--- src/inc/rbgp_consts.svh ---
// constants for the resonant bridge gate protection block
`ifndef RBGP_CONSTS_SVH
`define RBGP_CONSTS_SVH
`define RBGP_CLK_KHZ 20000
`define RBGP_BLANK_NS 400
`define RBGP_BLANK_CYC ((`RBGP_BLANK_NS * `RBGP_CLK_KHZ + 999999) / 1000000)
`define RBGP_MAXDT_NS 1000
`define RBGP_MAXDT_CYC ((`RBGP_MAXDT_NS * `RBGP_CLK_KHZ) / 1000000)
`define RBGP_AVGH_MS 2
`define RBGP_AVGL_MS 50
`define RBGP_AVGH_CYC (`RBGP_AVGH_MS * `RBGP_CLK_KHZ)
`define RBGP_AVGL_CYC (`RBGP_AVGL_MS * `RBGP_CLK_KHZ)
`define RBGP_IGNORE_CYC 4'hF
`define RBGP_OFS_CTRL 4'h0
`define RBGP_OFS_BURST 4'h4
`define RBGP_OFS_STATUS 4'h8
`define RBGP_OFS_OCP 4'hC
`define RBGP_CTRL_EN 0
`define RBGP_CTRL_RESTART 1
`define RBGP_CTRL_RST 1'b1
`define RBGP_BURST_RST 24'h04_00_10
`define RBGP_OCP_RST 4'h4
`define RBGP_RESP_OK 2'h0
`define RBGP_RESP_ERR 2'h2
`endif

--- src/inc/rbgp_pkg.sv ---
// types shared by the resonant bridge gate protection block
package rbgp_pkg;
  typedef enum logic [2:0] {GS_IDLE = 3'b000, GS_HI_ON = 3'b001, GS_DT_HI = 3'b010,
    GS_LO_ON = 3'b011, GS_DT_LO = 3'b100} rbgp_gate_t;
  typedef enum logic [1:0] {SU_JFET = 2'b00, SU_SUPPLY = 2'b01, SU_RUN = 2'b10} rbgp_start_t;
  typedef struct packed {
    logic slew_done;
    logic resonant_current_sign;
    logic peak_overcurrent;
    logic avg_overcurrent_high;
    logic avg_overcurrent_low;
    logic boot_uv;
    logic supply_uv;
    logic over_temp;
    logic supply_start;
    logic pfc_ready;
    logic bulk_cmp;
    logic cap_at_cm;
    logic ss_done;
  } rbgp_sense_t;
  typedef struct packed {
    logic over_temp;
    logic avg_low;
    logic avg_high;
    logic peak;
  } rbgp_fault_t;
endpackage : rbgp_pkg

--- src/hdl/rbgp_top.sv ---
// gate timing and protection logic of a resonant half-bridge controller
//
// Contract
// - slew done in dead time starts next gate
// - else next polarity flip starts next gate
// - else maximum dead-time expiry starts next gate
// - sign at gate falls sets capacitive flag
// - flag holds until a clean half cycle
// - flag pulls soft-start pin down
// - count peak overcurrent cycles, shut down on reaching preset
// - high average overcurrent 2 ms shuts down
// - low average overcurrent 50 ms shuts down
// - bootstrap undervoltage holds upper gate off
// - gate supply undervoltage holds both gates off
// - overtemperature while switching stops switching
// - overtemperature during start-up turns JFET off
// - effort is larger of compensator, burst threshold
// - below threshold: fixed cycles, then stop
// - above threshold: switch continuously
// - before soft start done, ramp-limited compensator
// - last burst pulse ends at common mode
// - burst threshold programmable, follows input voltage
// - power-up enables start-up JFET
// - supply above start: JFET off, supply on
// - converter starts after power-factor stage ready
// - peak fault needs 4 consecutive cycles
// - ignore peak comparator first 15 cycles
// - ignore polarity edges in first 400ns
// - bulk overvoltage hysteresis from fault state
//
// Register access over AXI4-Lite and the address map were decided locally.
`timescale 1ns/1ps
`default_nettype none
`include "rbgp_consts.svh"
module rbgp_top #(
  parameter int AVGH_CYC = `RBGP_AVGH_CYC,
  parameter int AVGL_CYC = `RBGP_AVGL_CYC
) (
  input wire logic aclk, // 20 MHz clock
  input wire logic aresetn, // sync reset, low
  input wire logic [3:0] awaddr, // write address
  input wire logic awvalid, // write address valid
  output logic awready, // write address ready
  input wire logic [31:0] wdata, // write data
  input wire logic [3:0] wstrb, // byte strobes
  input wire logic wvalid, // write data valid
  output logic wready, // write data ready
  output logic [1:0] bresp, // write response
  output logic bvalid, // write response valid
  input wire logic bready, // write response ready
  input wire logic [3:0] araddr, // read address
  input wire logic arvalid, // read address valid
  output logic arready, // read address ready
  output logic [31:0] rdata, // read data
  output logic [1:0] rresp, // read response
  output logic rvalid, // read valid
  input wire logic rready, // read ready
  input wire rbgp_pkg::rbgp_sense_t sense_in, // comparator pins
  input wire logic [7:0] loop_compensator_output, // compensator code
  input wire logic [7:0] soft_start_ramp, // soft-start ramp code
  input wire logic [7:0] bulk_sense, // input voltage code
  output logic upper_switch_on, // high-side gate
  output logic lower_switch_on, // low-side gate
  output logic capacitive_region_flag, // capacitive region seen
  output logic ss_pulldown, // soft-start pin pull-down
  output logic jfet_on, // start-up JFET enable
  output logic gate_supply_en, // regulated gate supply enable
  output logic bulk_overvoltage, // fault, also threshold select
  output logic [7:0] control_effort // selected control effort
);
  import rbgp_pkg::*;
  localparam int SW = $bits(rbgp_sense_t);
  localparam int CW = 21;
  if (AVGH_CYC < 2 || AVGL_CYC < 2 || AVGL_CYC >= (1 << CW))
  begin : g_bad
    $error("average overcurrent counts out of range");
  end
  logic [SW-1:0] sync1, sync2, sync3, sense_q; // three-stage synchronisers
  rbgp_sense_t sn; // filtered pin levels
  rbgp_gate_t state, next_state; // gate sequencer
  rbgp_start_t su, next_su; // start-up sequencer
  rbgp_fault_t fault; // latched shutdown faults
  logic [7:0] cnt; // cycles in gate state
  logic sign_prev; // last polarity level
  logic sign_edge; // polarity flipped
  logic dt_done; // dead time may end
  logic run_ok; // switching permitted
  logic hi_fall, lo_fall; // gate turn-off events
  logic ctrl_en, restart; // control bits
  logic [23:0] burst_cfg; // base, slope, cycles
  logic [3:0] ocp_preset; // peak cycle limit
  logic [15:0] slope_prod; // slope times input voltage
  logic [8:0] bmt_sum; // unsaturated threshold
  logic [7:0] burst_threshold; // adaptive burst threshold
  logic below; // compensator under threshold
  logic [7:0] bcnt; // pulses in this burst
  logic last_pulse, burst_stop; // burst end control
  logic peak_seen; // peak event in this cycle
  logic [3:0] start_cyc, consec; // blanking and run counters
  logic [CW-1:0] avgh_cnt, avgl_cnt; // average duration timers
  logic wr_go, ar_go; // bus accept strobes
  logic [31:0] rd_mux; // read data mux

  // per-bit synchroniser; a level counts once stages two and three agree
  for (genvar i = 0; i < SW; i++)
  begin : g_sync
    always_ff @(posedge aclk)
    begin
      if (!aresetn)
      begin
        sync1[i] <= 1'b0;
        sync2[i] <= 1'b0;
        sync3[i] <= 1'b0;
        sense_q[i] <= 1'b0;
      end
      else
      begin
        sync1[i] <= sense_in[i];
        sync2[i] <= sync1[i];
        sync3[i] <= sync2[i];
        if (sync2[i] == sync3[i])
          sense_q[i] <= sync3[i];
      end
    end
  end
  assign sn = rbgp_sense_t'(sense_q);

  // switching gate; latched faults, bulk fault and gate supply undervoltage stop it
  assign run_ok = su == SU_RUN && ctrl_en && fault == '0 && !sn.bulk_cmp
    && !sn.supply_uv;
  assign sign_edge = sn.resonant_current_sign != sign_prev;
  // slew first, then a polarity flip past blanking, then the timer
  assign dt_done = sn.slew_done
    || (sign_edge && cnt >= 8'(`RBGP_BLANK_CYC))
    || cnt >= 8'(`RBGP_MAXDT_CYC - 1);
  assign hi_fall = state == GS_HI_ON && next_state != GS_HI_ON;
  assign lo_fall = state == GS_LO_ON && next_state != GS_LO_ON;

  // gate sequencer next state
  always_comb
  begin
    next_state = state;
    unique case (state)
      GS_IDLE:
        if (run_ok && !burst_stop)
          next_state = GS_HI_ON;
      GS_HI_ON:
        if (!run_ok)
          next_state = GS_IDLE;
        else if (cnt >= control_effort)
          next_state = GS_DT_HI;
      GS_DT_HI:
        if (!run_ok)
          next_state = GS_IDLE;
        else if (dt_done)
          next_state = GS_LO_ON;
      GS_LO_ON:
        if (!run_ok)
          next_state = GS_IDLE;
        else if (last_pulse ? sn.cap_at_cm : cnt >= control_effort)
          next_state = GS_DT_LO;
      GS_DT_LO:
        if (!run_ok)
          next_state = GS_IDLE;
        else if (dt_done)
          next_state = burst_stop ? GS_IDLE : GS_HI_ON;
      default:
        next_state = GS_IDLE;
    endcase
  end

  // gate state, its timer and gate outputs
  always_ff @(posedge aclk)
  begin
    if (!aresetn)
    begin
      state <= GS_IDLE;
      cnt <= 8'h00;
      sign_prev <= 1'b0;
      upper_switch_on <= 1'b0;
      lower_switch_on <= 1'b0;
    end
    else
    begin
      state <= next_state;
      sign_prev <= sn.resonant_current_sign;
      if (next_state != state)
        cnt <= 8'h00;
      else if (cnt != 8'hFF)
        cnt <= cnt + 8'h01;
      // undervoltage masks the gates directly
      upper_switch_on <= next_state == GS_HI_ON && !sn.boot_uv && !sn.supply_uv;
      lower_switch_on <= next_state == GS_LO_ON && !sn.supply_uv;
    end
  end

  // capacitive detection; each gate fall rewrites the flag
  always_ff @(posedge aclk)
  begin
    if (!aresetn)
    begin
      capacitive_region_flag <= 1'b0;
      ss_pulldown <= 1'b0;
    end
    else if (hi_fall || lo_fall)
    begin
      // clean half cycle clears it, so a single bad one holds it
      capacitive_region_flag <= hi_fall ^ sn.resonant_current_sign;
      ss_pulldown <= hi_fall ^ sn.resonant_current_sign;
    end
  end

  // adaptive burst threshold and control effort
  assign slope_prod = burst_cfg[15:8] * bulk_sense;
  assign bmt_sum = {1'b0, burst_cfg[7:0]} + {1'b0, slope_prod[15:8]};
  assign burst_threshold = bmt_sum[8] ? 8'hFF : bmt_sum[7:0];
  assign below = sn.ss_done && loop_compensator_output < burst_threshold;
  always_ff @(posedge aclk)
  begin
    if (!aresetn)
      control_effort <= 8'h00;
    else if (!sn.ss_done)
      control_effort <= loop_compensator_output < soft_start_ramp ?
        loop_compensator_output : soft_start_ramp;
    else
      control_effort <= below ? burst_threshold : loop_compensator_output;
  end

  // burst pulse counting; stop once the last pulse ends
  always_ff @(posedge aclk)
  begin
    if (!aresetn)
    begin
      bcnt <= 8'h00;
      last_pulse <= 1'b0;
      burst_stop <= 1'b0;
    end
    else if (!below)
    begin
      bcnt <= 8'h00;
      last_pulse <= 1'b0;
      burst_stop <= 1'b0;
    end
    else if (hi_fall)
    begin
      bcnt <= bcnt + 8'h01;
      if (bcnt + 8'h01 >= burst_cfg[23:16])
        last_pulse <= 1'b1;
    end
    else if (lo_fall && last_pulse)
    begin
      last_pulse <= 1'b0;
      burst_stop <= 1'b1;
    end
  end

  // peak events, checked once per cycle on the high-side half
  always_ff @(posedge aclk)
  begin
    if (!aresetn)
    begin
      peak_seen <= 1'b0;
      start_cyc <= 4'h0;
      consec <= 4'h0;
      fault.peak <= 1'b0;
    end
    else
    begin
      if (state != GS_HI_ON)
        peak_seen <= 1'b0;
      else if (sn.peak_overcurrent)
        peak_seen <= 1'b1;
      if (su != SU_RUN)
        start_cyc <= 4'h0;
      else if (hi_fall && start_cyc != `RBGP_IGNORE_CYC)
        start_cyc <= start_cyc + 4'h1;
      if (hi_fall && start_cyc == `RBGP_IGNORE_CYC)
        consec <= (peak_seen || sn.peak_overcurrent) ? consec + 4'h1 : 4'h0;
      if (hi_fall && start_cyc == `RBGP_IGNORE_CYC && (peak_seen || sn.peak_overcurrent)
          && consec + 4'h1 >= ocp_preset)
        fault.peak <= 1'b1;
      else if (restart)
        fault.peak <= 1'b0;
    end
  end

  // average overcurrent timers; a dropout restarts them
  always_ff @(posedge aclk)
  begin
    if (!aresetn)
    begin
      avgh_cnt <= '0;
      avgl_cnt <= '0;
      fault.avg_high <= 1'b0;
      fault.avg_low <= 1'b0;
    end
    else
    begin
      avgh_cnt <= sn.avg_overcurrent_high ? avgh_cnt + CW'(1) : '0;
      avgl_cnt <= sn.avg_overcurrent_low ? avgl_cnt + CW'(1) : '0;
      if (sn.avg_overcurrent_high && avgh_cnt == CW'(AVGH_CYC - 1))
        fault.avg_high <= 1'b1;
      else if (restart)
        fault.avg_high <= 1'b0;
      if (sn.avg_overcurrent_low && avgl_cnt == CW'(AVGL_CYC - 1))
        fault.avg_low <= 1'b1;
      else if (restart)
        fault.avg_low <= 1'b0;
    end
  end

  // overtemperature latch and hysteretic bulk fault
  always_ff @(posedge aclk)
  begin
    if (!aresetn)
    begin
      fault.over_temp <= 1'b0;
      bulk_overvoltage <= 1'b0;
    end
    else
    begin
      // output selects the falling threshold while set
      bulk_overvoltage <= sn.bulk_cmp;
      if (sn.over_temp)
        fault.over_temp <= 1'b1;
      else if (restart)
        fault.over_temp <= 1'b0;
    end
  end

  // start-up sequencer
  always_comb
  begin
    next_su = su;
    unique case (su)
      SU_JFET:
        if (sn.supply_start)
          next_su = SU_SUPPLY;
      SU_SUPPLY:
        if (sn.pfc_ready)
          next_su = SU_RUN;
      SU_RUN:
        next_su = SU_RUN;
      default:
        next_su = SU_JFET;
    endcase
  end
  always_ff @(posedge aclk)
  begin
    if (!aresetn)
    begin
      su <= SU_JFET;
      jfet_on <= 1'b0;
      gate_supply_en <= 1'b0;
    end
    else
    begin
      su <= next_su;
      jfet_on <= next_su == SU_JFET && !sn.over_temp;
      gate_supply_en <= next_su != SU_JFET;
    end
  end

  // bus write side; address and data taken together
  assign wr_go = awvalid && wvalid && !awready && !bvalid;
  always_ff @(posedge aclk)
  begin
    if (!aresetn)
    begin
      awready <= 1'b0;
      wready <= 1'b0;
      bvalid <= 1'b0;
      bresp <= `RBGP_RESP_OK;
      ctrl_en <= `RBGP_CTRL_RST;
      restart <= 1'b0;
      burst_cfg <= `RBGP_BURST_RST;
      ocp_preset <= `RBGP_OCP_RST;
    end
    else
    begin
      awready <= wr_go;
      wready <= wr_go;
      restart <= 1'b0;
      if (awready)
      begin
        bvalid <= 1'b1;
        bresp <= awaddr == `RBGP_OFS_STATUS ? `RBGP_RESP_OK :
          (awaddr == `RBGP_OFS_CTRL || awaddr == `RBGP_OFS_BURST
          || awaddr == `RBGP_OFS_OCP) ? `RBGP_RESP_OK : `RBGP_RESP_ERR;
        if (awaddr == `RBGP_OFS_CTRL && wstrb[0])
        begin
          ctrl_en <= wdata[`RBGP_CTRL_EN];
          restart <= wdata[`RBGP_CTRL_RESTART];
        end
        if (awaddr == `RBGP_OFS_OCP && wstrb[0])
          ocp_preset <= wdata[3:0];
        for (int k = 0; k < 3; k++)
        begin
          if (awaddr == `RBGP_OFS_BURST && wstrb[k])
            burst_cfg[8*k +: 8] <= wdata[8*k +: 8];
        end
      end
      else if (bready)
        bvalid <= 1'b0;
    end
  end

  // bus read side
  always_comb
  begin
    rd_mux = 32'h0000_0000;
    unique case (araddr)
      `RBGP_OFS_CTRL:
        rd_mux[`RBGP_CTRL_EN] = ctrl_en;
      `RBGP_OFS_BURST:
        rd_mux = {8'h00, burst_cfg};
      `RBGP_OFS_STATUS:
        rd_mux = {13'h0000, state, 2'h0, su, 3'h0, capacitive_region_flag, 3'h0,
          bulk_overvoltage, fault};
      `RBGP_OFS_OCP:
        rd_mux[3:0] = ocp_preset;
      default:
        rd_mux = 32'h0000_0000;
    endcase
  end
  assign ar_go = arvalid && !arready && !rvalid;
  always_ff @(posedge aclk)
  begin
    if (!aresetn)
    begin
      arready <= 1'b0;
      rvalid <= 1'b0;
      rdata <= 32'h0000_0000;
      rresp <= `RBGP_RESP_OK;
    end
    else
    begin
      arready <= ar_go;
      if (arready)
      begin
        rvalid <= 1'b1;
        rdata <= rd_mux;
        rresp <= (araddr[1:0] == 2'h0) ? `RBGP_RESP_OK : `RBGP_RESP_ERR;
      end
      else if (rready)
        rvalid <= 1'b0;
    end
  end
endmodule : rbgp_top
`default_nettype wire

--- config.mk ---
export PLATFORM = sky130hd
export DESIGN_NAME = rbgp_top
export DESIGN_NICKNAME = d
export VERILOG_FILES = /design/src/inc/rbgp_pkg.sv /design/src/hdl/rbgp_top.sv
export VERILOG_INCLUDE_DIRS = /design/src /design/src/inc
export SDC_FILE = /design/constraint.sdc
export NUM_CORES = 1
export LEC_CHECK = 0
export CAP_MARGIN = 20
export CORE_UTILIZATION = 60
export DETAILED_ROUTE_END_ITERATION = 10
export DONT_BUFFER_PORTS = 1
export HOLD_SLACK_MARGIN = 0.1
export MAX_ROUTING_LAYER = met4
export PLACE_DENSITY = 0.84
export SETUP_SLACK_MARGIN = 0.05
export SYNTH_ARGS = -nofsm -noshare
export SYNTH_HDL_FRONTEND = slang
export SYNTH_SLANG_ARGS = --single-unit
--- constraint.sdc ---
create_clock -name aclk -period 10.4 [get_ports aclk]
set_input_delay 1.04 -clock aclk [delete_from_list [all_inputs] [get_ports aclk]]
set_output_delay 1.04 -clock aclk [all_outputs]
set_load 0.01 [all_outputs]
---- Word-level counts from Yosys, hierarchy flattened ----
Cells that the tools add are included.
operators by class
  multipliers ............................. 1
  add/subtract/negate cells ............... 7
  reduce and logical (&&, ||, !) cells .... 74
  magnitude comparators ................... 7
  bitwise operators ....................... 3
  equal/unequal tests ..................... 39
  multiplexer cells ....................... 38
operators with widths
  operator                                                count
  adder 21 x 1 -> 21 bit (second input constant)          2
  case mux 20 bit (2 select lines)                        1
  2-to-1 mux 8 bit                                        4
  logical AND 1 bit                                       30
  2-to-1 mux 3 bit                                        9
  equality test 21 x 16 -> 1 bit (second input constant)  1
  equality test 21 x 20 -> 1 bit (second input constant)  1
  equality test 4 bit (second input constant)             5
  AND reduction 2 bit                                     10
  adder 8 x 1 -> 8 bit (second input constant)            2
  greater-or-equal comparator 8 bit                       2
  less-than comparator 8 bit                              2
  multiplier 8 x 8 -> 16 bit                              1
  nonzero test 2 bit                                      8
  case mux 3 bit (5 select lines)                         1
  2-to-1 mux 1 bit                                        14
  equality test 1 bit                                     13
  logical NOT 4 bit                                       3
  2-to-1 mux 2 bit                                        5
  adder 8 x 8 -> 9 bit                                    1
  equality test 3 x 2 -> 1 bit (second input constant)    3
  logical NOT 1 bit                                       9
  case mux 3 bit (3 select lines)                         1
  adder 4 x 1 -> 4 bit (second input constant)            2
  26 further kinds                                        39
word-level totals
  bits of input ports ..................... 88
  logic and storage cells ................. 257
  register bits after elaboration ......... 215
  output and inout bits ................... 56

---- Logic depth before layout (Yosys ltp) ----
  depth in word-level cells ............... 14
  mapped depth ............................ 30
  depth with buffers taken out ............ 29

---- Worst setup path before layout ----
OpenSTA, ideal clock, no wires.
  path type ............................... input port to flip-flop
  start point ............................. in bulk_sense[4]
  end point ............................... reg last_pulse
  buffers on the path ..................... 1
  setup time .............................. 0.079 ns
  cell stages on the path ................. 26
  arrival time ............................ 7.187 ns
  required time ........................... 10.321 ns
  setup slack ............................. 3.134 ns
  cells stage by stage .................... and2_1 -> fa_1 -> fa_1 -> inv_1 -> fa_1 -> inv_1 -> fa_1 -> ha_1 -> a2111oi_0 -> o21ai_0 -> a41oi_1 -> o21ai_0 -> o41ai_1 -> xnor2_1 -> ha_1 -> nor3_1 -> nand4_1 -> and2_1 -> a21oi_1 -> ha_1 -> a21o_1 -> a21oi_1 -> o221a_2 -> clkbuf_1 -> nand3_1 -> nor3_1
on the way
  cells in the longest elaborated chain, start to end .. 6
ends and longest elaborated chain
  what                           RTL line         RTL
  from (decl)                    rbgp_top.sv:61   input wire logic [7:0] bulk_sense,
  multiplier 8 x 8 -> 16 bit     rbgp_top.sv:214  assign slope_prod = burst_cfg[15:8] * bulk_sense;
  adder 8 x 8 -> 9 bit           rbgp_top.sv:215  assign bmt_sum = {1'b0, burst_cfg[7:0]} + {1'b0, slope_prod[15:8]};
  2-to-1 mux 8 bit               rbgp_top.sv:216  assign burst_threshold = bmt_sum[8] ? 8'hFF : bmt_sum[7:0];
  less-than comparator 8 bit     rbgp_top.sv:217  assign below = sn.ss_done && loop_compensator_output < burst_threshold;
  logical AND 1 bit              rbgp_top.sv:217
  AND reduction 2 bit (no line)  -
  to (signal assigned)           rbgp_top.sv:235  last_pulse <= 1'b0;
  to (signal assigned)           rbgp_top.sv:241  last_pulse <= 1'b0;
  to (signal assigned)           rbgp_top.sv:248  last_pulse <= 1'b1;
  to (decl)                      rbgp_top.sv:97   logic last_pulse, burst_stop;
No other way between the ends.
A chain may end at the register's enable or synchronous reset.

---- Worst setup path in the final report ----
  start point ............................. reg burst_cfg[8]
  end point ............................... reg control_effort[6]
on the way
  cells in the longest elaborated chain, start to end .. 7
ends and longest elaborated chain
  what                               RTL line         RTL
  from (decl)                        rbgp_top.sv:90   logic [23:0] burst_cfg;
  from (signal assigned)             rbgp_top.sv:376  burst_cfg <= `RBGP_BURST_RST;
  from (signal, indexed assignment)  rbgp_top.sv:400  burst_cfg[8*k +: 8] <= wdata[8*k +: 8];
  multiplier 8 x 8 -> 16 bit *       rbgp_top.sv:214
  adder 8 x 8 -> 9 bit *             rbgp_top.sv:215
  2-to-1 mux 8 bit *                 rbgp_top.sv:216
  less-than comparator 8 bit         rbgp_top.sv:217
  logical AND 1 bit                  rbgp_top.sv:217
  2-to-1 mux 8 bit *                 rbgp_top.sv:226  control_effort <= below ? burst_threshold : loop_compensator_output;
  2-to-1 mux 8 bit *                 rbgp_top.sv:222  else if (!sn.ss_done)
  to (signal assigned)               rbgp_top.sv:223  control_effort <= loop_compensator_output < soft_start_ramp ?
  to (signal assigned)               rbgp_top.sv:226
  to (decl)                          rbgp_top.sv:69   output logic [7:0] control_effort
Every way passes the cells marked *; elsewhere a longest branch is shown, timed or not.

==> summary.txt <==
Outcome
  • Status: finished, final reports clean

Timing
  • Final setup viols: 0
  • Relative slew slack: 39.1%
  • Slew of the pin with the lowest slew margin: 913 ps
  • Fin Setup TNS: 0 ps
  • Max Freq: 129 MHz
  • Pins over their slew limit: 0
  • Tcrit/Tclk final: 74.8%
  • Fin crit period: 7780 ps
  • Worst Skew: 13.1 ps
  • Final WS setup: 2620 ps
  • RSZ-0062 raised after global routing: no
  • Worst hold margin: 431 ps
  • Final Hold Viols: 0

Clocking
  • Post-CTS Hold Fix Bufs: 0
  • Root Driver: clkbuf_16
  • CTS Sinks: 205
  • Clock-pin transition on the worst setup and hold timing paths: 60 ps
  • Number of H-tree levels: 1
  • CTS tree: yes
  • Max Buffers Root-to-Sink: 3
  • Setup bufs post-CTS: 0
  • # resized after CTS: 0
  • CTS Buf Count: 22
  • Clock Latency Late Sink: 500 ps

Floorplan
  • Height of the die: 138 um
  • Initial Util: 61.4%
  • Die area: 19000 sq um
  • Die Wd: 138 um
  • # rows: 49
  • Core area: 18000 sq um
  • Io pins: 144

Synth
  • Avg Cell Area, Syn: 9.08 sq um
  • #FFs+latches synth: 205
  • YS warnings: 0
  • Async set-reset flop share out of synthesis: 0%
  • Synth area leaders: dfxtp_1 37%, ha_1 9.3%, fa_1 6.5%
  • Post-synth EDFFs: 0
  • Synthesized instance count: 1219
  • Mapped Area: 11100 sq um
  • Synth top area share: 37.1%
  • Sequential area share after synthesis: 37.1%
  • Cell variety after synth: 68
  • Area leader, netlist: dfxtp_1
  • Primary FF master, synth: dfxtp_1

Setup path
  • CP peak stage delay: 620 ps
  • Bufs and invs on worst path: 2
  • CP Data Required Time: 10730 ps
  • CP top delay family: adder cells
  • CP arrival: 8110 ps
  • Crit start category: register
  • Setup Crit Path Kind: register to register
  • Nature of the critical path endpoint: register
  • CP max FO: 9
  • Slowest cell on crit path: a2111oi_0
  • Most frequent CP cell: fa_1

Placed design
  • Dpl hpwl: 17100 um
  • Post-place setup slack: 2130 ps
  • Dpl cells: 1410
  • Placer congestion estimate: 0.912
  • Buffers on Ports: 0

Pwr
  • Pwr Total: 1.68 mW
  • Maximum vdd drop: 0.138 mV
  • Static leakage: 5.17 nW
  • Power per cell area: 141 nW/um^2

Route
  • Vias: 8419
  • Avg WL per Cell: 16.4 um
  • DRT iter0 DRCs: 365
  • DRT Pass-1 Iters: 5
  • Aggregate routed wire length: 23800 um
  • Routed vias/inst: 5.80
  • DRC: 0
  • Final ANT Viol Nets: 0

Layout
  • Area grow syn2layout: 7.94%
  • Filler instances: 1442
  • Layout cells sized above 1: 4.66%
  • Nets: 1413
  • Most frequent cells in the layout: 205 x dfxtp_1, 131 x nor2_1, 98 x and2_1, 82 x inv_1, 82 x ha_1
  • Most common cell after layout, fill and taps aside: dfxtp_1
  • Post-Layout Cell Count: 1452

Global routing
  • Initial antenna violation count: 0
  • Vias in the first global route: 8241
  • First-pass GRT wire length: 38000 um
  • Total grt overflow: 0
  • Largest net degree at the start of global routing: 71
  • Total GRT Usage: 26.1%

Hold path
  • Worst min-delay path category: register to register

Run
  • Max Cap Viol: 0
layout make-up:
| cell class | count | area, sq um | area share, % |
|---|---|---|---|
| inverters | 83 | 312 | 2.61 |
| diodes | 1 | 2.50 | 0.0210 |
| repair buffers | 4 | 25.0 | 0.210 |
| clock inverters | 9 | 133 | 1.11 |
| multi-input cells | 891 | 6450 | 54.0 |
| well taps | 229 | 287 | 2.40 |
| flip-flops and latches | 205 | 4100 | 34.4 |
| clock buffers | 30 | 632 | 5.29 |
synth_stat cells, types with 7 or more instances:
cell,instances
dfxtp_1,205
nor2_1,131
and2_1,98
inv_1,83
ha_1,82
nand2_1,70
a21oi_1,57
nand3_1,41
o21ai_0,40
mux2i_1,37
fa_1,36
clkbuf_1,34
xor2_1,33
xnor2_1,32
nor3_1,29
and3_1,20
nand4_1,15
a21o_1,14
a22o_1,13
buf_4,13
nand2b_1,13
a22oi_1,11
nor2b_1,10
nor4_1,8
a211oi_1,7
or3_1,7
routing by layer:
layer	share of wire (%)	global-route usage (%)
met1	43	31.2
met2	47	42.6
met3	6.5	4.82
met4	3.7	11.7
met5	0	-
registers in the layout (all words and copies together), names as in the netlist, 2 cells and up:
name,count
su,2
rdata,24
avgl_cnt,21
control_effort,8
sense_q,13
state,3
bcnt,8
burst_cfg,24
sync1,13
fault,4
avgh_cnt,21
sync3,13
sync2,13
start_cyc,4
consec,4
ocp_preset,4
cnt,8
logic make-up (layout without fill, tap and decap cells):
| family | after synthesis | after routing | synth area share, % |
|---|---|---|---|
| simple gates | 468 | 468 | 21.6 |
| flops | 205 | 205 | 37.1 |
| compound gates | 184 | 184 | 11.0 |
| buf+inv | 132 | 126 | 4.93 |
| fa+ha+maj | 118 | 118 | 15.8 |
| xor+xnor | 66 | 66 | 5.29 |
| mux | 45 | 45 | 4.26 |
| other cells | 1 | 11 | 0.0339 |
path summary, 6_finish.rpt:
path | start | to | slack, ps | cells after the start
max | burst_cfg[8]$_SDFFE_PN0P_ | control_effort[6]$_SDFF_PN0_ | 2620 | 25
max reg2reg | burst_cfg[8]$_SDFFE_PN0P_ | control_effort[6]$_SDFF_PN0_ | 2620 | 25
min reg2reg | sync1[5]$_SDFF_PN0_ | sync2[5]$_SDFF_PN0_ | 430 | 1
min | sync1[5]$_SDFF_PN0_ | sync2[5]$_SDFF_PN0_ | 430 | 1
where the power goes:
group | switching (mW) | leakage (nW) | internal (mW)
Clock | 0.316 | 0.369 | 0.501
Sequential | 0.0102 | 1.66 | 0.797
Combinational | 0.0317 | 3.14 | 0.0227
Total | 0.357 | 5.17 | 1.32
stage by stage:
| stage | utilization (%) | cell area (sq um) |
|---|---|---|
| floorplan | - | 11100 |
| global placement | 62.0 | 11200 |
| detailed placement | 62.0 | 11200 |
| CTS | 66.2 | 11900 |
| global route | 66.3 | 11900 |
| finish | 66.3 | 11900 |
worst reg2reg max path, cell delays in order (launching register included):
cell	delay, ps
dfxtp_1	570
nand2_1	150
fa_1	540
fa_1	550
inv_1	60
fa_1	520
fa_1	510
ha_1	220
a2111oi_0	370
o21ai_0	190
a41oi_1	360
o21ai_0	250
a21oi_1	170
ha_1	290
or2_2	320
a21o_1	180
o211ai_1	90
mux2_2	360
nor3_1	160
ha_1	170
nand4_1	140
nor2_1	140
o21ai_0	240
clkbuf_2	240
and3_1	190
a2111oi_0	620
Power figures use the tool's default switching activity.
